==> config.mk <==
export PLATFORM = sky130hd
export DESIGN_NAME = tfs_top
export DESIGN_NICKNAME = d
export VERILOG_FILES = /design/src/tfs_pkg.sv /design/src/tfs_top.sv /design/src/tfs_flag.sv
export SDC_FILE = /design/constraint.sdc
export NUM_CORES = 1
export LEC_CHECK = 0
export BUFFER_PORTS_ARGS = -buffer_cell sky130_fd_sc_hd__clkbuf_2
export CAP_MARGIN = 20
export CORE_ASPECT_RATIO = 0.6
export CORE_MARGIN = 2
export CORE_UTILIZATION = 59
export DETAILED_ROUTE_END_ITERATION = 10
export PLACE_DENSITY = 0.95
export RECOVER_POWER = 50
export SYNTH_ARGS = -nofsm -noshare
export SYNTH_HDL_FRONTEND = slang
export SYNTH_SLANG_ARGS = --single-unit
==> constraint.sdc <==
create_clock -name core_clk_i -period 18.7 [get_ports core_clk_i]
set_clock_uncertainty 0.05 [all_clocks]
set_input_delay 2.805 -clock core_clk_i [delete_from_list [all_inputs] [get_ports core_clk_i]]
set_output_delay 2.805 -clock core_clk_i [all_outputs]
set_load 0.02 [all_outputs]
==> src/tfs_pkg.sv <==
// Purpose: constants for the channel 0 trigger select and status flag block
// Assumes: 8-bit register port, 20 MHz core clock
// Notes:   offsets are local indexes on the plain register port
package tfs_pkg;
  localparam int          ADDR_W        = 4;
  localparam int          DATA_W        = 8;
  localparam int          CNT_W         = 32;
  localparam int          CAP_N         = 4;
  localparam int          ITV_N         = 4;
  localparam logic [3:0]  OFS_TRIG_SEL  = 4'h0;
  localparam logic [3:0]  OFS_ITV_STAT  = 4'h1;
  localparam logic [3:0]  OFS_CAP_STAT  = 4'h2;
  localparam logic [3:0]  OFS_ITV_EN    = 4'h3;
  localparam logic [3:0]  OFS_IRQ_EN_HI = 4'h4;
  localparam logic [3:0]  OFS_IRQ_EN_LO = 4'h5;
  localparam logic [3:0]  OFS_COUNT0    = 4'h6;
  localparam logic [3:0]  OFS_COUNT1    = 4'h7;
  localparam logic [3:0]  OFS_COUNT2    = 4'h8;
  localparam logic [3:0]  OFS_COUNT3    = 4'h9;
  localparam logic [3:0]  OFS_STANDBY   = 4'hA;
  localparam int          BIT_TRIG_A    = 0;
  localparam int          BIT_TRIG_D    = 2;
  localparam int          BIT_OVF       = 4;
  localparam int          ITV_BIT_BASE  = 10;
  localparam logic [7:0]  MASK_TRIG     = 8'h05;
  localparam logic [7:0]  MASK_ITV      = 8'h0F;
  localparam logic [7:0]  MASK_CAP      = 8'h1F;
  localparam logic [7:0]  RESET_BYTE    = 8'h00;
  localparam logic [31:0] CNT_ONES      = 32'hFFFFFFFF;
  localparam logic [31:0] CNT_ONE       = 32'h00000001;
  localparam logic [31:0] CNT_ZERO      = 32'h00000000;
endpackage : tfs_pkg

==> src/tfs_top.sv <==
// Purpose: channel 0 capture trigger select, interval/overflow/capture flags
// Assumes: pins async to core clock, channel 1 match is core-clock logic
// Notes:   counter, capture registers and interrupt enables live here too
//
// Design decisions made here: the strobed register port and the address map.
`timescale 1ns/1ps
`default_nettype none
module tfs_top #(
  parameter int CNT_W = tfs_pkg::CNT_W
) (
  input  wire logic                       core_clk_i,
  input  wire logic                       rst_i,
  input  wire logic [tfs_pkg::ADDR_W-1:0] addr_i,
  input  wire logic [tfs_pkg::DATA_W-1:0] wdata_i,
  input  wire logic                       wr_i,
  input  wire logic                       rd_i,
  output logic      [tfs_pkg::DATA_W-1:0] rdata_o,
  input  wire logic                       hw_standby_i,
  input  wire logic                       capture_pin_a_i,
  input  wire logic                       capture_pin_b_i,
  input  wire logic                       capture_pin_c_i,
  input  wire logic                       capture_pin_d_i,
  input  wire logic                       ch1_match_trigger_i,
  output logic      [CNT_W-1:0]           ch0_counter_o,
  output logic      [CNT_W-1:0]           ch0_capture_reg_a_o,
  output logic      [CNT_W-1:0]           ch0_capture_reg_b_o,
  output logic      [CNT_W-1:0]           ch0_capture_reg_c_o,
  output logic      [CNT_W-1:0]           ch0_capture_reg_d_o,
  output logic                            irq_o
);
  localparam int CN = tfs_pkg::CAP_N;
  localparam int IN = tfs_pkg::ITV_N;

  logic [7:0]       capture_trigger_select;
  logic [7:0]       interval_enable_reg;
  logic [7:0]       irq_enable_hi;
  logic [7:0]       irq_enable_lo;
  logic             sw_standby;
  logic [CNT_W-1:0] ch0_counter;
  logic [CN-1:0]    pin_s1;
  logic [CN-1:0]    pin_s2;
  logic [CN-1:0]    pin_s3;
  logic [IN-1:0]    itv_and_q;
  logic [IN-1:0]    interval_flag;
  logic [CN-1:0]    capture_flag;
  logic             ch0_overflow_flag;
  logic             ch1_trig_q;
  logic [CNT_W-1:0] cap_reg [CN];

  wire standby = hw_standby_i | sw_standby;
  wire wr_trig = wr_i & (addr_i == tfs_pkg::OFS_TRIG_SEL);
  wire wr_itv  = wr_i & (addr_i == tfs_pkg::OFS_ITV_STAT);
  wire wr_cap  = wr_i & (addr_i == tfs_pkg::OFS_CAP_STAT);
  wire rd_itv  = rd_i & (addr_i == tfs_pkg::OFS_ITV_STAT);
  wire rd_cap  = rd_i & (addr_i == tfs_pkg::OFS_CAP_STAT);

  // rising edges only: pin edges capture, except pins a and d while their select bit picks channel 1
  wire [CN-1:0] pin_edge = pin_s2 & ~pin_s3;
  wire          ch1_edge = ch1_match_trigger_i & ~ch1_trig_q;
  wire          sel_a    = capture_trigger_select[tfs_pkg::BIT_TRIG_A];
  wire          sel_d    = capture_trigger_select[tfs_pkg::BIT_TRIG_D];
  wire [CN-1:0] cap_evt;
  assign cap_evt[0] = sel_a ? ch1_edge : pin_edge[0];
  assign cap_evt[1] = pin_edge[1];
  assign cap_evt[2] = pin_edge[2];
  assign cap_evt[3] = sel_d ? ch1_edge : pin_edge[3];

  wire [CNT_W-1:0] next_counter = ch0_counter + CNT_W'(tfs_pkg::CNT_ONE);
  wire             ovf_evt      = (ch0_counter == CNT_W'(tfs_pkg::CNT_ONES)) & ~standby;

  wire [IN-1:0] itv_and = interval_enable_reg[IN-1:0]
                        & ch0_counter[tfs_pkg::ITV_BIT_BASE +: IN];
  // bit k of the and pairs enable k with counter bit 10+k
  wire [IN-1:0] itv_evt = itv_and & ~itv_and_q;

  wire [7:0] itv_stat_rd = {4'h0, interval_flag} & tfs_pkg::MASK_ITV;
  wire [7:0] cap_stat_rd = {3'h0, ch0_overflow_flag, capture_flag} & tfs_pkg::MASK_CAP;
  wire [7:0] trig_rd     = capture_trigger_select & tfs_pkg::MASK_TRIG;

  // widened first, so a narrower counter reads zero in its upper bytes
  wire [31:0] cnt_wide = 32'(ch0_counter);
  wire [7:0]  cnt_byte [4];
  assign cnt_byte[0] = cnt_wide[7:0];
  assign cnt_byte[1] = cnt_wide[15:8];
  assign cnt_byte[2] = cnt_wide[23:16];
  assign cnt_byte[3] = cnt_wide[31:24];

  logic [7:0] next_rdata;
  always_comb begin
    next_rdata = tfs_pkg::RESET_BYTE;
    unique case (addr_i)
      tfs_pkg::OFS_TRIG_SEL:  next_rdata = trig_rd;
      tfs_pkg::OFS_ITV_STAT:  next_rdata = itv_stat_rd;
      tfs_pkg::OFS_CAP_STAT:  next_rdata = cap_stat_rd;
      tfs_pkg::OFS_ITV_EN:    next_rdata = interval_enable_reg;
      tfs_pkg::OFS_IRQ_EN_HI: next_rdata = irq_enable_hi;
      tfs_pkg::OFS_IRQ_EN_LO: next_rdata = irq_enable_lo;
      tfs_pkg::OFS_COUNT0:    next_rdata = cnt_byte[0];
      tfs_pkg::OFS_COUNT1:    next_rdata = cnt_byte[1];
      tfs_pkg::OFS_COUNT2:    next_rdata = cnt_byte[2];
      tfs_pkg::OFS_COUNT3:    next_rdata = cnt_byte[3];
      tfs_pkg::OFS_STANDBY:   next_rdata = {7'h00, sw_standby};
      default:                next_rdata = tfs_pkg::RESET_BYTE;
    endcase
  end

  always_ff @(posedge core_clk_i or posedge rst_i) begin
    if (rst_i) begin
      rdata_o <= tfs_pkg::RESET_BYTE;
    end else begin
      rdata_o <= rd_i ? next_rdata : tfs_pkg::RESET_BYTE;
    end
  end

  // control registers; reserved trigger bits never store
  always_ff @(posedge core_clk_i or posedge rst_i) begin
    if (rst_i) begin
      capture_trigger_select <= tfs_pkg::RESET_BYTE;
      interval_enable_reg    <= tfs_pkg::RESET_BYTE;
      irq_enable_hi          <= tfs_pkg::RESET_BYTE;
      irq_enable_lo          <= tfs_pkg::RESET_BYTE;
      sw_standby             <= 1'b0;
    end else begin
      if (standby) begin
        capture_trigger_select <= tfs_pkg::RESET_BYTE;
      end else if (wr_trig) begin
        capture_trigger_select <= wdata_i & tfs_pkg::MASK_TRIG;
      end
      if (wr_i && addr_i == tfs_pkg::OFS_ITV_EN) begin
        interval_enable_reg <= wdata_i & tfs_pkg::MASK_ITV;
      end
      if (wr_i && addr_i == tfs_pkg::OFS_IRQ_EN_HI) begin
        irq_enable_hi <= wdata_i & tfs_pkg::MASK_ITV;
      end
      if (wr_i && addr_i == tfs_pkg::OFS_IRQ_EN_LO) begin
        irq_enable_lo <= wdata_i & tfs_pkg::MASK_CAP;
      end
      if (wr_i && addr_i == tfs_pkg::OFS_STANDBY) begin
        sw_standby <= wdata_i[0];
      end
    end
  end

  // counter stops in standby so no events arise there
  always_ff @(posedge core_clk_i or posedge rst_i) begin
    if (rst_i) begin
      ch0_counter <= CNT_W'(tfs_pkg::CNT_ZERO);
      itv_and_q   <= '0;
      ch1_trig_q  <= 1'b0;
    end else begin
      if (!standby) begin
        ch0_counter <= next_counter;
      end
      itv_and_q  <= itv_and;
      ch1_trig_q <= ch1_match_trigger_i;
    end
  end

  // two stages before use; third stage only for edge detect
  always_ff @(posedge core_clk_i or posedge rst_i) begin
    if (rst_i) begin
      pin_s1 <= '0;
      pin_s2 <= '0;
      pin_s3 <= '0;
    end else begin
      pin_s1 <= {capture_pin_d_i, capture_pin_c_i, capture_pin_b_i, capture_pin_a_i};
      pin_s2 <= pin_s1;
      pin_s3 <= pin_s2;
    end
  end

  genvar g;
  generate
    for (g = 0; g < CN; g++) begin : g_cap
      always_ff @(posedge core_clk_i or posedge rst_i) begin
        if (rst_i) begin
          cap_reg[g] <= '0;
        end else if (cap_evt[g] && !standby) begin
          cap_reg[g] <= ch0_counter;
        end
      end
      tfs_flag u_cap_flag (
        .core_clk_i (core_clk_i),
        .rst_i      (rst_i),
        .standby_i  (standby),
        .set_i      (cap_evt[g] & ~standby),
        .rd_i       (rd_cap),
        .wr_i       (wr_cap),
        .wdata_i    (wdata_i[g]),
        .flag_o     (capture_flag[g])
      );
    end
    for (g = 0; g < IN; g++) begin : g_itv
      tfs_flag u_itv_flag (
        .core_clk_i (core_clk_i),
        .rst_i      (rst_i),
        .standby_i  (standby),
        .set_i      (itv_evt[g]),
        .rd_i       (rd_itv),
        .wr_i       (wr_itv),
        .wdata_i    (wdata_i[g]),
        .flag_o     (interval_flag[g])
      );
    end
  endgenerate

  tfs_flag u_ovf_flag (
    .core_clk_i (core_clk_i),
    .rst_i      (rst_i),
    .standby_i  (standby),
    .set_i      (ovf_evt),
    .rd_i       (rd_cap),
    .wr_i       (wr_cap),
    .wdata_i    (wdata_i[tfs_pkg::BIT_OVF]),
    .flag_o     (ch0_overflow_flag)
  );

  assign ch0_counter_o       = ch0_counter;
  assign ch0_capture_reg_a_o = cap_reg[0];
  assign ch0_capture_reg_b_o = cap_reg[1];
  assign ch0_capture_reg_c_o = cap_reg[2];
  assign ch0_capture_reg_d_o = cap_reg[3];

  // level request while any enabled flag stands
  assign irq_o = |(itv_stat_rd & irq_enable_hi) | |(cap_stat_rd & irq_enable_lo);
endmodule : tfs_top
`default_nettype wire

==> src/tfs_flag.sv <==
// Purpose: one sticky status flag with read-then-write-zero clearing
// Assumes: set pulse and bus strobes on the core clock
// Notes:   set wins over a write clear in the same cycle; standby clears even over set
`timescale 1ns/1ps
`default_nettype none
module tfs_flag (
  input  wire logic core_clk_i,
  input  wire logic rst_i,
  input  wire logic standby_i,
  input  wire logic set_i,
  input  wire logic rd_i,
  input  wire logic wr_i,
  input  wire logic wdata_i,
  output logic      flag_o
);
  logic armed;
  logic next_flag;
  logic next_armed;
  wire  clr_ok = wr_i & ~wdata_i & armed & flag_o;
  // writing 1 is ignored; only an armed write of 0 or standby clears
  assign next_flag  = set_i | (flag_o & ~clr_ok);
  // armed by a read that saw the flag set, until the next write
  assign next_armed = (rd_i & flag_o) | (armed & ~wr_i & flag_o);
  always_ff @(posedge core_clk_i or posedge rst_i) begin
    if (rst_i) begin
      flag_o <= 1'b0;
      armed  <= 1'b0;
    end else if (standby_i) begin
      flag_o <= 1'b0;
      armed  <= 1'b0;
    end else begin
      flag_o <= next_flag;
      armed  <= next_armed;
    end
  end
endmodule : tfs_flag
`default_nettype wire

# --- After elaboration in Yosys (flattened, before gate mapping) ---
# Cells that the tools add are included.
# Widths: inputs -> output; s select.
classes:
  addsub: 1
  multipliers: 0
  div: 0
  n_lt_le_gt_ge: 0
  n_eq_ne: 11
  n_shift: 0
  n_mux: 24
  n_bitwise: 119
  reduce_logical: 13
ops:
  columns: ["cell", "count"]
  rows:
  - ["$pmux 8 s11", 1]
  - ["$and 1x1->1", 74]
  - ["$add 32x1->32 const B", 1]
  - ["$eq 32x32->1 const B", 1]
  - ["$mux 1", 20]
  - ["$or 1x1->1", 20]
  - ["$not 1->1", 18]
  - ["$and 4x4->4", 4]
  - ["$eq 4x3->1 const B", 4]
  - ["$reduce_or 8->1", 2]
  - ["$eq 4x4->1 const B", 3]
  - ["$eq 4x2->1 const B", 2]
  - ["$logic_and 1x1->1", 8]
  - ["$mux 8", 1]
  - ["$not 4->4", 2]
  - ["$mux 3", 2]
  - ["$and 5x5->5", 1]
  - ["$eq 4x1->1 const B", 1]
  - ["$logic_not 4->1", 1]
  - ["$reduce_bool 2->1", 1]
  - ["$logic_not 1->1", 1]
word_totals:
  regBits: 220
  latchBits: 0
  mem_bits_rw: 0
  mem_bits_ro: 0
  in_bits: 22
  out_inout_bits: 169
  word_cells: 202
  memories: 0

# --- Logic depth before layout (Yosys ltp) ---
logic_depth:
  depth_word: 9
  depth_mapped: 7
  mapped_depth_nobuf: 5

# --- Hierarchy ---
# From an unflattened synthesis, not the netlist that was laid out.
hier_totals:
  cells_unflattened: 685
  area_unflattened_um2: 9187.6
by_module_without_submodules:
  columns: ["module", "instances", "cells_per_inst", "area_per_inst_um2", "seq_area_each_um2"]
  rows:
  - ["tfs_top", 1, 604, 8376.8, 5029.8]
  - ["tfs_flag", 9, 9, 90.1, 50.0]

# --- Worst setup path after synthesis ---
# OpenSTA, ideal clock, no wires.
synth_path:
  kind: "input-to-reg"
  startpoint: "in hw_standby_i"
  endpoint: "reg cap_reg (netlist bit ch0_capture_reg_c_o[10])"
  setup_ns: 0.125
  arrival_time_ns: 4.019
  required_ns: 18.525
  slack_ns: 14.506
  path_stages: 5
  n_path_buf: 2
  cell_sequence: "or2_4 -> buf_6 -> nor3b_4 -> buf_6 -> mux2_2"
synth_via:
  elab_chain_cells: 3
synth_lines:
  columns: ["item", "line_no", "text"]
  rows:
  - ["start: declaration", "tfs_top.sv:18", "input wire logic hw_standby_i,"]
  - ["$or 1x1->1", "tfs_top.sv:50", "wire standby = hw_standby_i | sw_standby;"]
  - ["$logic_not 1->1", "tfs_top.sv:178", "end else if (cap_evt[g] && !standby) begin"]
  - ["$logic_and 1x1->1", "tfs_top.sv:178", null]
  - ["end signal: indexed assignment", "tfs_top.sv:179", "cap_reg[g] <= ch0_counter;"]
  - ["end: declaration", "tfs_top.sv:48", "logic [CNT_W-1:0] cap_reg [CN];"]
# Every way passes these cells.
# A chain may end at the register's enable or synchronous reset.

==> impl_metrics.ini <==
[clocking]
clkSlewWorstSetupHoldPaths_ns = 0.06
post-cts-setup-buffers = 0
clockBufferDepth = 3
root_buffer = clkbuf_16
cts_tree = built
insertion_delay_ns = 0.51
clkSinkCount = 219
htreeDepth = 1
cts_hold_buf = 0
numCtsBuffers = 20
cts_resized = 0

[routing]
vias = 6212
wl_per_cell_microns = 21.09
totalWireLength_microns = 22270
ant_nets = 0
dr.pass1.iters = 5
drt-initial-drc-count = 628
viasPerCell = 5.883
drc = 0

[hold_path]
worstHoldPathType = flop to flop
hold_depth = 0
hold_end = pin_s2[3]$_DFF_PP0_
min_from = pin_s1[3]$_DFF_PP0_

[sta]
hold_viol = 0
maxSlewViolCount = 300
period_needed_ns = 9.658
holdWs_ns = 0.2994
min_period_over_period_pct = 51.65
rsz0062_at_grt = false
final.setup.tns_ns = 0
finalSetupViolations = 0
fmax_ghz = 0.1035
max-slew-margin-rel_pct = -286.6
tightestPinTransition_ns = 5.799

[layout]
antenna_cells = 0
final_common_cell = dfrtp_1
drive_above_1_share_pct = 40.21
fill_cells = 1053
regArea_sq_um = 5480
stdcell_area_sq_um = 10690
nets = 863
area_growth_pct = 17.60
layout_common_cells = dfrtp_1, clkbuf_2, mux2_2, clkbuf_1, nand2_1
multi_input_area_sq_um = 3309

[global_routing]
grt_remaining_overflow = 0
grtUsageTotal_pct = 27.56
grt_max_degree = 140
grt_first_pass_wirelength_microns = 34800
grt_pass1_vias = 6233
antenna_found_initial = 0

[floorplan]
core-area_sq_um = 15200
start_util_pct = 59.80
fp.dieH_microns = 100.1
die-area_sq_um = 16440
die_x_microns = 164.2
rows = 35
ios = 191

[pwr]
finalPower_mw = 1.172
power.leakage_nw = 5.246
powerDensity_nw_per_um2 = 109.7
peakVddDrop_v = 0.0001228

[place]
gp_congestion = 0.9387
placedInstanceArea_sq_um = 10060
dpl.hpwl_microns = 14760
io_buffers = 187

[synthesis]
synth_edf_count = 0
ys_seq_elements = 219
ys_seq_area_share_pct = 60.31
syn_nets = 700
synthDistinctLibCells = 55
postSynthAreaPerCell_sq_um = 13.42
syn_area_sq_um = 9087
ys.warnings.count = 0
syn_inst = 677
synth_ff_type = dfrtp_1
async_flop_share_pct = 100.0

[setup_path]
required_ns = 18.38
crit_arrival_ns = 9.33
ff2ff_setup_slack_ns = 15.27
crit_type = input port to asynchronous set/reset pin
cp_max_fo = 139
r2r.worst_path.cells = 5
r2r-end = ch0_capture_reg_d_o[15]$_DFFE_PP0N_
startpoint_type = input port
crit-reg2reg-launch = sw_standby$_DFFE_PP0P_
end_kind = asynchronous set/reset pin

[status]
status = finished, violations left
violations = capacitance limit, slew limit

[job]
cap_viol_max_count = 5
-- cell type report --
class	count	share of cell area [%]
multi-input cells	399	30.97
well taps	203	2.377
flip-flops and latches	219	51.28
inverters	6	0.2225
clock buffers	27	5.210
clock inverters	8	1.206
repair buffers	194	8.734
-- cells in the mapped netlist (5+ instances only) --
cell	count	area share (%)
and2_1	8	0.55
nor2b_1	10	0.69
nand2b_1	11	0.76
a32o_1	5	0.55
and3_1	8	0.55
nor2_1	13	0.54
nand4_1	17	1.2
mux2_2	145	18
clkbuf_1	23	0.95
nand2_1	37	1.5
a21oi_1	22	1.2
dfrtp_1	219	60
inv_1	6	0.25
xnor2_1	29	2.8
nand3_1	18	0.99
nor3b_1	6	0.50
o21ai_0	9	0.50
buf_2	18	0.99
nand3b_1	5	0.41
-- stage by stage --
step                std cells  worst slack, ns  util (%)
CTS                      1054            14.06     70.72
finish                   1056            9.042     70.33
global route             1056            7.246     70.33
detailed placement       1019            13.70     66.21
global placement         1019            13.71     66.21
floorplan                 677            9.852         -
-- kinds of logic after synthesis --
family                   Yosys count  share of synthesized area, %
multiplexers                     151                         18.78
AND/OR/NAND/NOR                  150                         9.597
adder cells (fa/ha/maj)            1                        0.1377
AO/OA/AOI/OAI                     66                         4.998
buffers and inverters             59                         3.194
XOR/XNOR                          31                         2.988
flip-flops                       219                         60.31
-- worst max-delay path, stage by stage --
cell        delay, ns
clkbuf_2         0.09
clkinvlp_2       3.15
clkbuf_1         0.38
clkbuf_1         2.74
-- routing by layer --
metal	vias up	part of all wire, %	global-route usage [%]	wire (microns)
met3	36	10	7.231	2244
met2	302	46	43.90	10280
met5	-	0	0	0
met4	0	1.8	6.343	404
li1	2712	-	-	-
met1	3162	42	38.57	9336
-- report_power, final --
part,internal (mW),leakage [nW],switching (mW)
clock network,0.251,0.334,0.174
logic,0.0681,1.96,0.109
registers,0.518,2.95,0.0521
total,0.837,5.25,0.335
-- how the worst max path moves through the flow --
| stage | from | end | slack (ns) | depth (start not counted) |
|---|---|---|---|---|
| after detailed placement | hw_standby_i | ch0_capture_reg_b_o[25]$_DFFE_PP0P_ | 13.70 | 5 |
| after floorplan | rst_i | capture_trigger_select[0]$_DFFE_PP0P_ | 9.85 | 1 |
| after CTS | g_itv[3].u_itv_flag.flag_o$_DFF_PP0_ | irq_o | 14.06 | 4 |
| after global placement | hw_standby_i | ch0_capture_reg_b_o[12]$_DFFE_PP0P_ | 13.71 | 5 |
| final | rst_i | ch0_capture_reg_d_o[7]$_DFFE_PP0N_ | 9.04 | 4 |
| after global routing | rst_i | ch0_capture_reg_d_o[31]$_DFFE_PP0N_ | 7.25 | 4 |
(Power assumes the default switching activity.)
